===== src/core/kbc_pkg.sv =====
// constants, field positions and carrier types for the keyboard mailbox block
// assumes one core clock of 20 MHz and a synchronous active-low reset
// Summary of operation
// - host data write loads input, command flag 0
// - host command write loads input, command flag 1
// - data read returns output; flag mode clears irq
// - status read has no side effect
// - core output write sets output-full, keyboard irq
// - command flag copies host address bit two
// - flag mode: keyboard irq is output-full gated
// - else keyboard irq follows its port bit
// - flag mode: mouse irq is gated by input-full clear
// - else mouse irq follows its port bit
// - gate a20 output follows its port bit
// - quasi pin: one drives high briefly, then releases
// - open-drain pin: one releases, zero drives low
// - controller-mode pins never inputs nor inverted
// - keyboard pins inverted open-drain, read back
// - mouse pins inverted open-drain, read back
// - halt stops alu; timer runs; host write wakes
// - wake calls routine if input irq enabled
// - stop turns oscillator off; same wake-up
// - only input-full and timer overflow interrupt core
// - two kilobyte program rom, 256 byte ram
// - core input read clears input-full and irq
// - status resets zero; core writes user bits
package kbc_pkg;
  localparam logic [7:0] KBC_DATA_ADDR   = 8'h60;
  localparam logic [7:0] KBC_CMD_ADDR    = 8'h64;
  localparam int         KBC_ST_OBF      = 0;
  localparam int         KBC_ST_IBF      = 1;
  localparam int         KBC_ST_CD       = 3;
  localparam logic [7:0] KBC_ST_UD_MASK  = 8'hF4;
  localparam logic [7:0] KBC_ST_RST      = 8'h00;
  localparam int         KBC_P2_A20      = 1;
  localparam int         KBC_P2_MOUSE_DATA_PIN     = 2;
  localparam int         KBC_P2_MCLK     = 3;
  localparam int         KBC_P2_KEYBOARD_IRQ_OUT     = 4;
  localparam int         KBC_P2_MOUSE_IRQ_OUT     = 5;
  localparam int         KBC_P2_KB_CLOCK_PIN     = 6;
  localparam int         KBC_P2_KB_DATA_PIN     = 7;
  localparam logic [7:0] KBC_P2_RST      = 8'hCC;
  localparam logic [7:0] KBC_P1_RST      = 8'hFF;
  localparam int         KBC_P1_KB_DATA_PIN_IN  = 0;
  localparam int         KBC_P1_MOUSE_DATA_PIN_IN  = 1;
  localparam int         KBC_P1_QA       = 7;
  localparam int         KBC_P1_QB       = 6;
  localparam int         KBC_P1_QC       = 2;
  localparam int         KBC_PIN_KB_CLOCK_PIN    = 0;
  localparam int         KBC_PIN_KB_DATA_PIN    = 1;
  localparam int         KBC_PIN_MCLK    = 2;
  localparam int         KBC_PIN_MOUSE_DATA_PIN    = 3;
  localparam int         KBC_PIN_Q0      = 4;
  localparam int         KBC_PIN_N       = 7;
  localparam int         KBC_QPIN_N      = 3;
  localparam int         KBC_CLK_NS      = 50;
  localparam int         KBC_QPULSE_NS   = 500;
  localparam int         KBC_QPULSE_CYC  = KBC_QPULSE_NS / KBC_CLK_NS;
  localparam int         KBC_QCNT_W      = 4;
  localparam int         KBC_RAM_DEPTH   = 256;
  localparam int         KBC_ROM_DEPTH   = 2048;
  localparam logic [7:0] KBC_ROM_FILL    = 8'h00;
  localparam logic [7:0] KBC_TMR_MAX     = 8'hFF;
  localparam logic [7:0] KBC_TMR_STEP    = 8'h01;

  typedef struct packed {
    logic       rd_n;
    logic       wr_n;
    logic       a2;
    logic [7:0] d;
  } kbc_hbus_t;

  typedef enum logic [2:0] {
    KBC_PS_RUN  = 3'b001,
    KBC_PS_HALT = 3'b010,
    KBC_PS_STOP = 3'b100
  } kbc_pwr_t;
endpackage


===== src/core/kbc_qpin.sv =====
// one controller-mode port pin: quasi-bidirectional or open-drain drive
// assumes an external pull-up and a port bit from the same clock domain
module kbc_qpin (
  // clock and reset
  input  wire logic i_core_clk,
  input  wire logic i_rst_n,
  // port bit and mode
  input  wire logic i_bit,
  input  wire logic i_od,
  // pin drive
  output logic      o_out,
  output logic      o_oe
);
  import kbc_pkg::*;
  localparam logic [KBC_QCNT_W-1:0] QC_LOAD = KBC_QCNT_W'(KBC_QPULSE_CYC - 1);
  logic                  prev_r;
  logic [KBC_QCNT_W-1:0] cnt_r;

  always_ff @(posedge i_core_clk) begin
    if (!i_rst_n) begin
      prev_r <= 1'b1;
      cnt_r  <= '0;
      o_out  <= 1'b0;
      o_oe   <= 1'b0;
    end else begin
      prev_r <= i_bit;
      if (!i_bit) begin
        o_out <= 1'b0;
        o_oe  <= 1'b1;
        cnt_r <= '0;
      end else if (i_od) begin
        o_out <= 1'b0;
        o_oe  <= 1'b0;
        cnt_r <= '0;
      end else if (!prev_r) begin
        o_out <= 1'b1;
        o_oe  <= 1'b1;
        cnt_r <= QC_LOAD;
      end else if (cnt_r != '0) begin
        cnt_r <= cnt_r - 1'b1;
      end else begin
        o_out <= 1'b0;
        o_oe  <= 1'b0;
      end
    end
  end
endmodule // kbc_qpin


===== src/core/kbc_host_if.sv =====
// host mailbox, port pins, power states, timer and memories of the keyboard controller
// assumes host strobes arrive asynchronously; core-side ports are on i_core_clk
module kbc_host_if (
  // clock and reset
  input  wire logic                      i_core_clk,
  input  wire logic                      i_rst_n,
  // host port
  input  wire kbc_pkg::kbc_hbus_t        i_host,
  output logic [7:0]                     o_host_data,
  output logic                           o_host_data_oe,
  // host-side outputs
  output logic                           o_kb_irq,
  output logic                           o_mouse_irq,
  output logic                           o_gate_a20,
  // keyboard, mouse and quasi pins
  input  wire logic [kbc_pkg::KBC_PIN_N-1:0] i_pin_in,
  output logic [kbc_pkg::KBC_PIN_N-1:0]  o_pin_out,
  output logic [kbc_pkg::KBC_PIN_N-1:0]  o_pin_oe,
  // core mailbox
  input  wire logic                      i_core_en_flags,
  input  wire logic                      i_core_obuf_wr,
  input  wire logic [7:0]                i_core_obuf_data,
  input  wire logic                      i_core_obf_clr,
  input  wire logic                      i_core_ibuf_rd,
  output logic [7:0]                     o_core_ibuf_data,
  input  wire logic                      i_core_status_wr,
  input  wire logic [7:0]                i_core_status_ud,
  output logic [7:0]                     o_core_status,
  // core ports
  input  wire logic                      i_core_p1_wr,
  input  wire logic [7:0]                i_core_p1_data,
  input  wire logic                      i_core_p2_wr,
  input  wire logic [7:0]                i_core_p2_data,
  input  wire logic                      i_core_od_mode,
  output logic [7:0]                     o_core_p1_in,
  output logic                           o_core_first_test_input,
  output logic                           o_core_second_test_input,
  // core power and interrupts
  input  wire logic                      i_core_halt,
  input  wire logic                      i_core_stop,
  input  wire logic                      i_core_ibf_ie,
  input  wire logic                      i_core_tmr_ie,
  input  wire logic                      i_core_tmr_en,
  input  wire logic                      i_core_tmr_load,
  input  wire logic [7:0]                i_core_tmr_data,
  input  wire logic                      i_core_tmr_ack,
  output logic                           o_core_irq_ibf,
  output logic                           o_core_irq_tmr,
  output logic                           o_core_alu_run,
  output logic                           o_core_osc_off,
  output logic                           o_core_wake_call,
  output logic                           o_core_wake_next,
  // core memories
  input  wire logic                      i_core_ram_we,
  input  wire logic [7:0]                i_core_ram_addr,
  input  wire logic [7:0]                i_core_ram_wdata,
  output logic [7:0]                     o_core_ram_rdata,
  input  wire logic [10:0]               i_core_rom_addr,
  output logic [7:0]                     o_core_rom_data
);
  import kbc_pkg::*;

  localparam int QC = KBC_QPULSE_CYC;

  // filtered level: a change counts once stages two and three agree
  function automatic logic qual(input logic s2, input logic s3, input logic acc);
    return (s2 == s3) ? s3 : acc;
  endfunction

  function automatic int qpos(input int i);
    return (i == 0) ? KBC_P1_QA : ((i == 1) ? KBC_P1_QB : KBC_P1_QC);
  endfunction

  function automatic logic [7:0] rom_byte(input logic [10:0] a);
    return (int'(a) < KBC_ROM_DEPTH) ? KBC_ROM_FILL : KBC_ROM_FILL;
  endfunction

  kbc_hbus_t              hs1_r, hs2_r, hs3_r;
  logic                   rd_acc_r, wr_acc_r;
  logic                   rd_q, wr_q, hrd_ev, hwr_ev;
  logic [KBC_PIN_N-1:0]   ps1_r, ps2_r, ps3_r, pin_acc_r;
  logic [7:0]             obuf_r, ibuf_r, ud_r, p1_r, p2_r, status_w;
  logic                   obf_r, ibf_r, cd_r, flags_r;
  logic [3:0]             ps2_oe_r;
  logic [KBC_QPIN_N-1:0]  q_out, q_oe;
  kbc_pwr_t               pwr_r;
  logic [7:0]             tmr_r;
  logic                   tovf_r, tmr_tick;
  logic [7:0]             ram_r [KBC_RAM_DEPTH];

  // host strobe, address and data synchroniser
  always_ff @(posedge i_core_clk) begin
    if (!i_rst_n) begin
      hs1_r    <= '{rd_n: 1'b1, wr_n: 1'b1, a2: 1'b0, d: 8'h00};
      hs2_r    <= '{rd_n: 1'b1, wr_n: 1'b1, a2: 1'b0, d: 8'h00};
      hs3_r    <= '{rd_n: 1'b1, wr_n: 1'b1, a2: 1'b0, d: 8'h00};
      rd_acc_r <= 1'b1;
      wr_acc_r <= 1'b1;
    end else begin
      hs1_r    <= i_host;
      hs2_r    <= hs1_r;
      hs3_r    <= hs2_r;
      rd_acc_r <= rd_q;
      wr_acc_r <= wr_q;
    end
  end

  always_comb begin
    rd_q   = qual(hs2_r.rd_n, hs3_r.rd_n, rd_acc_r);
    wr_q   = qual(hs2_r.wr_n, hs3_r.wr_n, wr_acc_r);
    hrd_ev = rd_acc_r && !rd_q;
    hwr_ev = wr_acc_r && !wr_q;
  end

  // status image
  always_comb begin
    status_w             = ud_r & KBC_ST_UD_MASK;
    status_w[KBC_ST_CD]  = cd_r;
    status_w[KBC_ST_IBF] = ibf_r;
    status_w[KBC_ST_OBF] = obf_r;
  end

  // input register and command flag
  always_ff @(posedge i_core_clk) begin
    if (!i_rst_n) begin
      ibuf_r <= 8'h00;
      cd_r   <= KBC_ST_RST[KBC_ST_CD];
    end else if (hwr_ev) begin
      ibuf_r <= hs3_r.d;
      cd_r   <= hs3_r.a2;
    end
  end

  // input-full flag: host write wins over core read
  always_ff @(posedge i_core_clk) begin
    if (!i_rst_n) begin
      ibf_r <= KBC_ST_RST[KBC_ST_IBF];
    end else if (hwr_ev) begin
      ibf_r <= 1'b1;
    end else if (i_core_ibuf_rd) begin
      ibf_r <= 1'b0;
    end
  end

  // output register and output-full flag: core write wins over clear
  always_ff @(posedge i_core_clk) begin
    if (!i_rst_n) begin
      obuf_r <= 8'h00;
      obf_r  <= KBC_ST_RST[KBC_ST_OBF];
    end else if (i_core_obuf_wr) begin
      obuf_r <= i_core_obuf_data;
      obf_r  <= 1'b1;
    end else if ((hrd_ev && !hs3_r.a2 && flags_r) || i_core_obf_clr) begin
      obf_r  <= 1'b0;
    end
  end

  // user bits of status and flag mode
  always_ff @(posedge i_core_clk) begin
    if (!i_rst_n) begin
      ud_r    <= KBC_ST_RST;
      flags_r <= 1'b0;
    end else begin
      if (i_core_status_wr) begin
        ud_r <= i_core_status_ud & KBC_ST_UD_MASK;
      end
      if (i_core_en_flags) begin
        flags_r <= 1'b1;
      end
    end
  end

  // host read data
  always_ff @(posedge i_core_clk) begin
    if (!i_rst_n) begin
      o_host_data    <= 8'h00;
      o_host_data_oe <= 1'b0;
    end else begin
      o_host_data_oe <= !rd_q;
      if (hrd_ev) begin
        o_host_data <= hs3_r.a2 ? status_w : obuf_r;
      end
    end
  end

  // core ports
  always_ff @(posedge i_core_clk) begin
    if (!i_rst_n) begin
      p1_r <= KBC_P1_RST;
      p2_r <= KBC_P2_RST;
    end else begin
      if (i_core_p1_wr) begin
        p1_r <= i_core_p1_data;
      end
      if (i_core_p2_wr) begin
        p2_r <= i_core_p2_data;
      end
    end
  end

  // host interrupts and gate a20
  always_ff @(posedge i_core_clk) begin
    if (!i_rst_n) begin
      o_kb_irq    <= 1'b0;
      o_mouse_irq <= 1'b0;
      o_gate_a20  <= 1'b0;
    end else begin
      o_kb_irq    <= p2_r[KBC_P2_KEYBOARD_IRQ_OUT] && (!flags_r || obf_r);
      o_mouse_irq <= p2_r[KBC_P2_MOUSE_IRQ_OUT] && (!flags_r || !ibf_r);
      o_gate_a20  <= p2_r[KBC_P2_A20];
    end
  end

  // keyboard and mouse lines: a port bit of one pulls the line low
  always_ff @(posedge i_core_clk) begin
    if (!i_rst_n) begin
      ps2_oe_r <= 4'hF;
    end else begin
      ps2_oe_r[KBC_PIN_KB_CLOCK_PIN] <= p2_r[KBC_P2_KB_CLOCK_PIN];
      ps2_oe_r[KBC_PIN_KB_DATA_PIN] <= p2_r[KBC_P2_KB_DATA_PIN];
      ps2_oe_r[KBC_PIN_MCLK] <= p2_r[KBC_P2_MCLK];
      ps2_oe_r[KBC_PIN_MOUSE_DATA_PIN] <= p2_r[KBC_P2_MOUSE_DATA_PIN];
    end
  end

  // quasi pins, fixed as outputs without inversion
  for (genvar g = 0; g < KBC_QPIN_N; g++) begin : g_qpin
    kbc_qpin u_qpin (
      .i_core_clk (i_core_clk),
      .i_rst_n    (i_rst_n),
      .i_bit      (p1_r[qpos(g)]),
      .i_od       (i_core_od_mode),
      .o_out      (q_out[g]),
      .o_oe       (q_oe[g])
    );
  end

  assign o_pin_out = {q_out, 4'h0};
  assign o_pin_oe  = {q_oe, ps2_oe_r};

  // pin read-back synchroniser
  always_ff @(posedge i_core_clk) begin
    if (!i_rst_n) begin
      ps1_r     <= '0;
      ps2_r     <= '0;
      ps3_r     <= '0;
      pin_acc_r <= '0;
    end else begin
      ps1_r <= i_pin_in;
      ps2_r <= ps1_r;
      ps3_r <= ps2_r;
      for (int i = 0; i < KBC_PIN_N; i++) begin
        pin_acc_r[i] <= qual(ps2_r[i], ps3_r[i], pin_acc_r[i]);
      end
    end
  end

  always_ff @(posedge i_core_clk) begin
    if (!i_rst_n) begin
      o_core_p1_in <= KBC_P1_RST;
      o_core_first_test_input <= 1'b0;
      o_core_second_test_input <= 1'b0;
    end else begin
      for (int i = 0; i < KBC_QPIN_N; i++) begin
        o_core_p1_in[qpos(i)] <= pin_acc_r[KBC_PIN_Q0 + i];
      end
      o_core_p1_in[KBC_P1_KB_DATA_PIN_IN] <= pin_acc_r[KBC_PIN_KB_DATA_PIN];
      o_core_p1_in[KBC_P1_MOUSE_DATA_PIN_IN] <= pin_acc_r[KBC_PIN_MOUSE_DATA_PIN];
      o_core_p1_in[5:3]            <= p1_r[5:3];
      o_core_first_test_input                 <= pin_acc_r[KBC_PIN_KB_CLOCK_PIN];
      o_core_second_test_input                 <= pin_acc_r[KBC_PIN_MCLK];
    end
  end

  // mailbox view for the core
  always_ff @(posedge i_core_clk) begin
    if (!i_rst_n) begin
      o_core_ibuf_data <= 8'h00;
      o_core_status    <= KBC_ST_RST;
    end else begin
      o_core_ibuf_data <= ibuf_r;
      o_core_status    <= status_w;
    end
  end

  // power states
  always_ff @(posedge i_core_clk) begin
    if (!i_rst_n) begin
      pwr_r            <= KBC_PS_RUN;
      o_core_wake_call <= 1'b0;
      o_core_wake_next <= 1'b0;
    end else begin
      o_core_wake_call <= 1'b0;
      o_core_wake_next <= 1'b0;
      case (pwr_r)
        KBC_PS_RUN: begin
          if (i_core_stop) begin
            pwr_r <= KBC_PS_STOP;
          end else if (i_core_halt) begin
            pwr_r <= KBC_PS_HALT;
          end
        end
        KBC_PS_HALT, KBC_PS_STOP: begin
          if (hwr_ev) begin
            pwr_r            <= KBC_PS_RUN;
            o_core_wake_call <= i_core_ibf_ie;
            o_core_wake_next <= !i_core_ibf_ie;
          end
        end
        default: pwr_r <= KBC_PS_RUN;
      endcase
    end
  end

  assign o_core_alu_run = pwr_r[0];
  assign o_core_osc_off = pwr_r[2];

  // timer keeps counting in halt, stops with the oscillator
  assign tmr_tick = i_core_tmr_en && !pwr_r[2] && !i_core_tmr_load;

  always_ff @(posedge i_core_clk) begin
    if (!i_rst_n) begin
      tmr_r  <= 8'h00;
      tovf_r <= 1'b0;
    end else begin
      if (i_core_tmr_load) begin
        tmr_r <= i_core_tmr_data;
      end else if (tmr_tick) begin
        tmr_r <= tmr_r + KBC_TMR_STEP;
      end
      if (tmr_tick && tmr_r == KBC_TMR_MAX) begin
        tovf_r <= 1'b1;
      end else if (i_core_tmr_ack) begin
        tovf_r <= 1'b0;
      end
    end
  end

  // the two core interrupt sources
  always_ff @(posedge i_core_clk) begin
    if (!i_rst_n) begin
      o_core_irq_ibf <= 1'b0;
      o_core_irq_tmr <= 1'b0;
    end else begin
      o_core_irq_ibf <= ibf_r && i_core_ibf_ie;
      o_core_irq_tmr <= tovf_r && i_core_tmr_ie;
    end
  end

  // data ram and program rom
  always_ff @(posedge i_core_clk) begin
    if (i_core_ram_we) begin
      ram_r[i_core_ram_addr] <= i_core_ram_wdata;
    end
  end

  always_ff @(posedge i_core_clk) begin
    if (!i_rst_n) begin
      o_core_ram_rdata <= 8'h00;
      o_core_rom_data  <= KBC_ROM_FILL;
    end else begin
      o_core_ram_rdata <= ram_r[i_core_ram_addr];
      o_core_rom_data  <= rom_byte(i_core_rom_addr);
    end
  end

  // checks
  logic [KBC_QCNT_W:0] qhi_cnt_r;
  always_ff @(posedge i_core_clk) begin
    if (!i_rst_n || !(q_oe[0] && q_out[0])) begin
      qhi_cnt_r <= '0;
    end else begin
      qhi_cnt_r <= qhi_cnt_r + 1'b1;
    end
  end
endmodule // kbc_host_if


===== config.mk =====
export PLATFORM = sky130hd
export DESIGN_NAME = kbc_host_if
export DESIGN_NICKNAME = d
export VERILOG_FILES = /design/src/core/kbc_pkg.sv /design/src/core/kbc_qpin.sv /design/src/core/kbc_host_if.sv
export SDC_FILE = /design/constraint.sdc
export NUM_CORES = 2
export LEC_CHECK = 0
export ABC_CLOCK_PERIOD_IN_PS = 6500
export BUFFER_PORTS_ARGS = -buffer_cell sky130_fd_sc_hd__buf_2
export CORE_UTILIZATION = 25
export DETAILED_ROUTE_END_ITERATION = 16
export PLACE_DENSITY = 0.37
export SETUP_SLACK_MARGIN = 0.3
export SLEW_MARGIN = 20
export SYNTH_ARGS = -nofsm -noshare
export SYNTH_HDL_FRONTEND = slang
export SYNTH_SLANG_ARGS = --single-unit

===== constraint.sdc =====
create_clock -name i_core_clk -period 6.5 [get_ports i_core_clk]
set_clock_uncertainty 0.1 [all_clocks]
set_input_delay 0.975 -clock i_core_clk [delete_from_list [all_inputs] [get_ports i_core_clk]]
set_output_delay 0.975 -clock i_core_clk [all_outputs]
set_load 0.02 [all_outputs]

## After elaboration in Yosys (flattened, before gate mapping)

Memory sizes are Yosys's and may differ from the RTL's. A register that Yosys moved wholly into a read port is not among the register bits.
Cells that the tools add are included.

- Add/sub/neg operators: 4
- Equality and inequality tests: 24
- Muxes and demuxes: 35
- Bitwise operators: 7
- Reduce and logical (&&, ||, !) cells: 39

Operator list:

| cell | number |
|---|---|
| $mux 4 | 6 |
| $mux 8 | 3 |
| $mux 1 | 22 |
| $ne 2x2->1 const B | 7 |
| $ne 4x4->1 const B | 3 |
| $reduce_bool 4->1 | 3 |
| $reduce_or 4->1 | 3 |
| $sub 4x1->4 const B | 3 |
| $logic_and 1x1->1 | 11 |
| $eq 1x1->1 | 9 |
| $logic_not 1->1 | 9 |
| $mux 3 | 3 |
| $reduce_or 3->1 | 3 |
| $add 8x1->8 const B | 1 |
| $eq 8x8->1 const B | 1 |
| $reduce_bool 2->1 | 4 |
| $not 1->1 | 7 |
| $pmux 3 s2 | 1 |
| $eq 3x1->1 const B | 1 |
| $eq 3x2->1 const B | 1 |
| $eq 3x3->1 const B | 1 |
| $logic_or 1x1->1 | 3 |
| $ne 3x3->1 const B | 1 |
| $reduce_and 3->1 | 1 |
| other kinds (2) | 2 |

- Register bits after elaboration: 183
- RAM bits: 2048
- Input bits: 103
- Output and inout bits: 74
- Word-level logic and storage cells: 176
- Memories: 1

Memories:

| name | depth | width | read ports | clocked after Yosys merged registers in | wr ports | RTL line | RTL |
|---|---|---|---|---|---|---|---|
| ram_r | 256 | 8 | 1 | 1 | 1 | kbc_host_if.sv:89 | `logic [7:0] ram_r [KBC_RAM_DEPTH];` |

## Longest topological paths before layout

- Depth in word-level cells: 9
- Mapped depth: 12

## Modules after synthesis

A second synthesis with hierarchy kept.

- Cell total of the unflattened synthesis: 4490
- Area total of the unflattened synthesis: 86420.4 sq um

Modules (own cells, without submodules):

| module | instances | cells each | area an instance (sq um) | sequential area each (sq um) |
|---|---|---|---|---|
| kbc_host_if | 1 | 4394 | 85553.3 | 64842.2 |
| kbc_qpin | 3 | 32 | 289.0 | 140.1 |

## Worst setup path before layout

OpenSTA, ideal clock, no wires.

- Kind: input to register
- Start point: in i_core_ram_addr[7]
- End point: mem ram_r[194][0], enable pin
- Data arrival time: 3.034 ns
- Required time: 6.017 ns
- Setup slack: 2.983 ns
- Stages: 7
- Buffers on the path: 5
- Cells stage by stage: buf_2 buf_1 clkbuf_1 buf_2 nand4_1 clkbuf_1 nor3_1

RTL lines:

| element | RTL line | RTL |
|---|---|---|
| start, declared | kbc_host_if.sv:55 | `input wire logic [7:0] i_core_ram_addr,` |
| end, declared | kbc_host_if.sv:89 |  |

No word-level cell before the write port.

==> summary.md <==
| Metric | Value |
|---|---|
| Run status | `completed` |
| # setup viols final | `0` |
| Crit-path max cell delay | `around 0.84 ns` |
| Routed Wire Length | `roughly 260000 microns` |
| Fmax | `245 MHz` |
| Worst-Margin Slew | `around 1.2 ns` |
| Unrepaired setup endpoints after global routing | `no` |
| Worst EP required | `a little over 7 ns` |
| DRC | `0` |
| Routed len/inst | `between 20 and 30 microns` |
| Share of cells above drive strength 1 | `roughly a quarter` |
| Largest net degree at the start of global routing | `190` |
| Latest clock arrival within the worst-skew pair | `about 0.85 ns` |
| Die height | `between 500 and 600 microns` |
| Power Density | `about 310 nW/um^2` |
| Port-buffer cells | `roughly 150` |
| Initial antenna violation count | `15` |
| Register share of total power | `49.9%` |
| Maximum clock path buffer count | `4` |
| CP Capture Type | `flop` |
| Via density | `4.53` |
| Vias in the first global route | `45100` |
| Synthesized area | `86400 sq um` |
| # hold bufs at CTS | `0` |
| Nets | `~5100` |
| Post-CTS setup buffers | `0` |
| Setup crit start kind | `input pin` |
| Commonest non-fill, non-tap cell in the layout | `edfxtp_1` |
| Seq cells post-synth | `between 2000 and 2500` |
| Synth Area per Inst | `~19 sq um` |
| Synthesis-to-finish area growth | `18.2%` |
| Psw | `6.99 mW` |
| WP data arrival | `4.72 ns` |
| Root buffer cell | `clkbuf_16` |
| CTS tree | `done` |
| Static leakage | `32.9 nW` |
| Max_slew headroom | `about 18%` |
| Pins Over Slew Limit | `0` |
| Slowest cell on crit path | `o41ai_1` |
| Sw Share | `between 20 and 25%` |
| Distinct cells, synth | `72` |
| Width of the chip | `about 590 microns` |
| Final Hold Viols | `0` |
| Crit path cell chain | `buf_8, buf_4, mux4_2, mux2i_1, nor2_1, o41ai_1, o211ai_1, and4_1` |
| Synth async-reset ratio | `0%` |
| Critical path peak fanout | `55` |
| Max_cap viols | `0` |
| Tcrit/Tclk final | `between 60% and 70%` |
| Syn. warnings | `0` |
| VDD IR max | `between 0.00015 and 0.0002 V` |
| Post-DP HPWL | `~160000 microns` |
| Top_reg_cell synth | `edfxtp_1` |
| Detailed Route Iter0 Violations | `3506` |
| Initial core utilization | `between 20% and 30%` |
| Clock network power share | `45.0%` |
| Combinational Power Share | `5.1%` |
| ANT nets after route | `0` |
| Clk pin slew, worst setup/hold paths | `0.06 ns` |
| Int Pwr | `around 25 mW` |
| Die area | `between 300000 and 400000 sq um` |
| Crit path time final | `slightly above 4 ns` |
| Setup CP Type | `input pin to flop` |
| Post_cts resized | `0` |
| Grt total ovfl | `0` |
| Hold Crit Class | `input pin to flop` |
| # rows | `215` |
| H-tree depth | `5` |
| Final Wtd Congestion | `around 0.76` |
| TNS Setup | `0 ns` |
| Util after Layout | `just under 30%` |
| Pre-antenna DRT Iters | `5` |
| Most frequent cells in the layout | `edfxtp_1, mux4_2, mux2i_1` |
| Cells after synthesis | `4536` |
| Ports | `177` |
| Post-synth EDFFs | `between 2000 and 2500` |
| CTS Buf Count | `between 200 and 300` |
| First-pass GRT wire length | `around 360000 microns` |
| Core Area | `about 340000 sq um` |
| # clock sinks | `2236` |
| DR vias | `around 44000` |
| Post-synthesis sequential area ratio | `between 70% and 80%` |
| Tot GR Track Use | `14.5%` |
## cells in the mapped netlist (all sizes together) (9+ instances only)
master / count / area share, %
o211ai: 16 / 0.14
and2: 84 / 0.61
a31oi: 21 / 0.15
nor2b: 30 / 0.22
mux2i: 328 / 3.8
a21boi: 21 / 0.18
dfxtp: 188 / 4.4
o21ai: 78 / 0.45
nand2b: 32 / 0.23
nor2: 265 / 1.2
a211o: 12 / 0.12
mux4: 405 / 11
a21oi: 72 / 0.42
nor4: 10 / 0.072
clkbuf: 97 / 0.42
nand2: 179 / 0.78
nand3: 64 / 0.37
a221oi: 9 / 0.091
inv: 22 / 0.096
edfxtp: 2048 / 71
and3: 14 / 0.10
buf: 192 / 1.5
a22oi: 104 / 0.90
nor3: 62 / 0.36
o22ai: 48 / 0.35
nand4: 18 / 0.13
## path summary, 6_finish.rpt
path,startpoint,to,cells past startpoint,slack (ns)
worst min-delay path,i_core_ibf_ie,o_core_wake_next$_SDFF_PN0_,2,0.22
worst min register to register,hs1_r[9]$_SDFF_PN1_,hs2_r[9]$_SDFF_PN1_,1,0.30
worst max-delay path,i_core_ram_addr[1],o_core_ram_rdata[2]$_SDFF_PN0_,8,2.43
worst max register to register,ram_r[11][2]$_DFFE_PP_,o_core_ram_rdata[2]$_SDFF_PN0_,6,3.39
## kinds of logic (layout without fill, tap and decap cells)
kind of cell,after synthesis,after routing,share of synthesized area (%)
fa+ha+maj,4,4,0.0579
other cells,1,19,0.00434
xor+xnor,13,13,0.132
simple gates,789,789,4.34
flops,2236,2236,75.6
compound gates,441,441,3.45
buf+inv,312,918,2.00
mux,740,740,14.5
## state kept, by name (all words and copies together), names as in the netlist, 8 cells and up
name and flops:
tmr_r 8, o_core_ibuf_data 8, o_core_status 8, hs3_r 11, ibuf_r 8, g_qpin.u_qpin.cnt_r 12, o_core_ram_rdata 8, o_core_p1_in 8
hs2_r 11, o_host_data 8, hs1_r 11, obuf_r 8, ram_r 2048
## layout make-up
type	instances	area, sq um
diodes	7	17.5
clock buffers	348	7300
clock inverters	114	883
fillers	33800	241000
inverters	23	86.3
multi-input cells	1999	19600
flip-flops and latches	2236	65300
well taps	4557	5700
repair buffers	433	3250
## critical path: cells and delay by family
kind / cells / cell delay, ns
AND/OR/NAND/NOR: 2 / 0.44
AO/OA/AOI/OAI: 2 / 1.25
buffers and inverters: 2 / 1.03
multiplexers: 2 / 0.92
## per-stage QoR
stage | instances | power (mW) | instance area [sq um] | worst slack [ns] | hold WS (ns)
floorplan | 4547 | 16.9 | 86400 | 2.98 | 0.286
global placement | 9248 | 17.8 | 93900 | 1.41 | 0.299
detailed placement | 9248 | 17.8 | 93900 | 1.38 | 0.298
CTS | 9710 | 32.2 | 102000 | 2.31 | 0.137
global route | 9712 | 32.7 | 102000 | 2.29 | 0.184
finish | 9717 | 31.6 | 102000 | 2.43 | 0.220
## power groups by stage
| stage | combinational [mW] | sequential (mW) | clock, mW |
|---|---|---|---|
| 3_5_place_dp | 1.66 | 16.1 | 0 |
| 2_1_floorplan | 0.829 | 16.1 | 0 |
| 3_3_place_gp | 1.65 | 16.1 | 0 |
| 6_report | 1.61 | 15.8 | 14.2 |
| 5_1_grt | 1.72 | 15.8 | 15.2 |
| 4_1_cts | 1.66 | 15.8 | 14.7 |
## routing by layer
| metal | share of wire (%) | GRT usage, % |
|---|---|---|
| met1 | 47 | 20.7 |
| met2 | 47 | 23.4 |
| met3 | 4.1 | 2.10 |
| met4 | 2.0 | 3.21 |
| met5 | 0.0081 | 0 |
No activity file was read; power rests on OpenSTA's default activity.
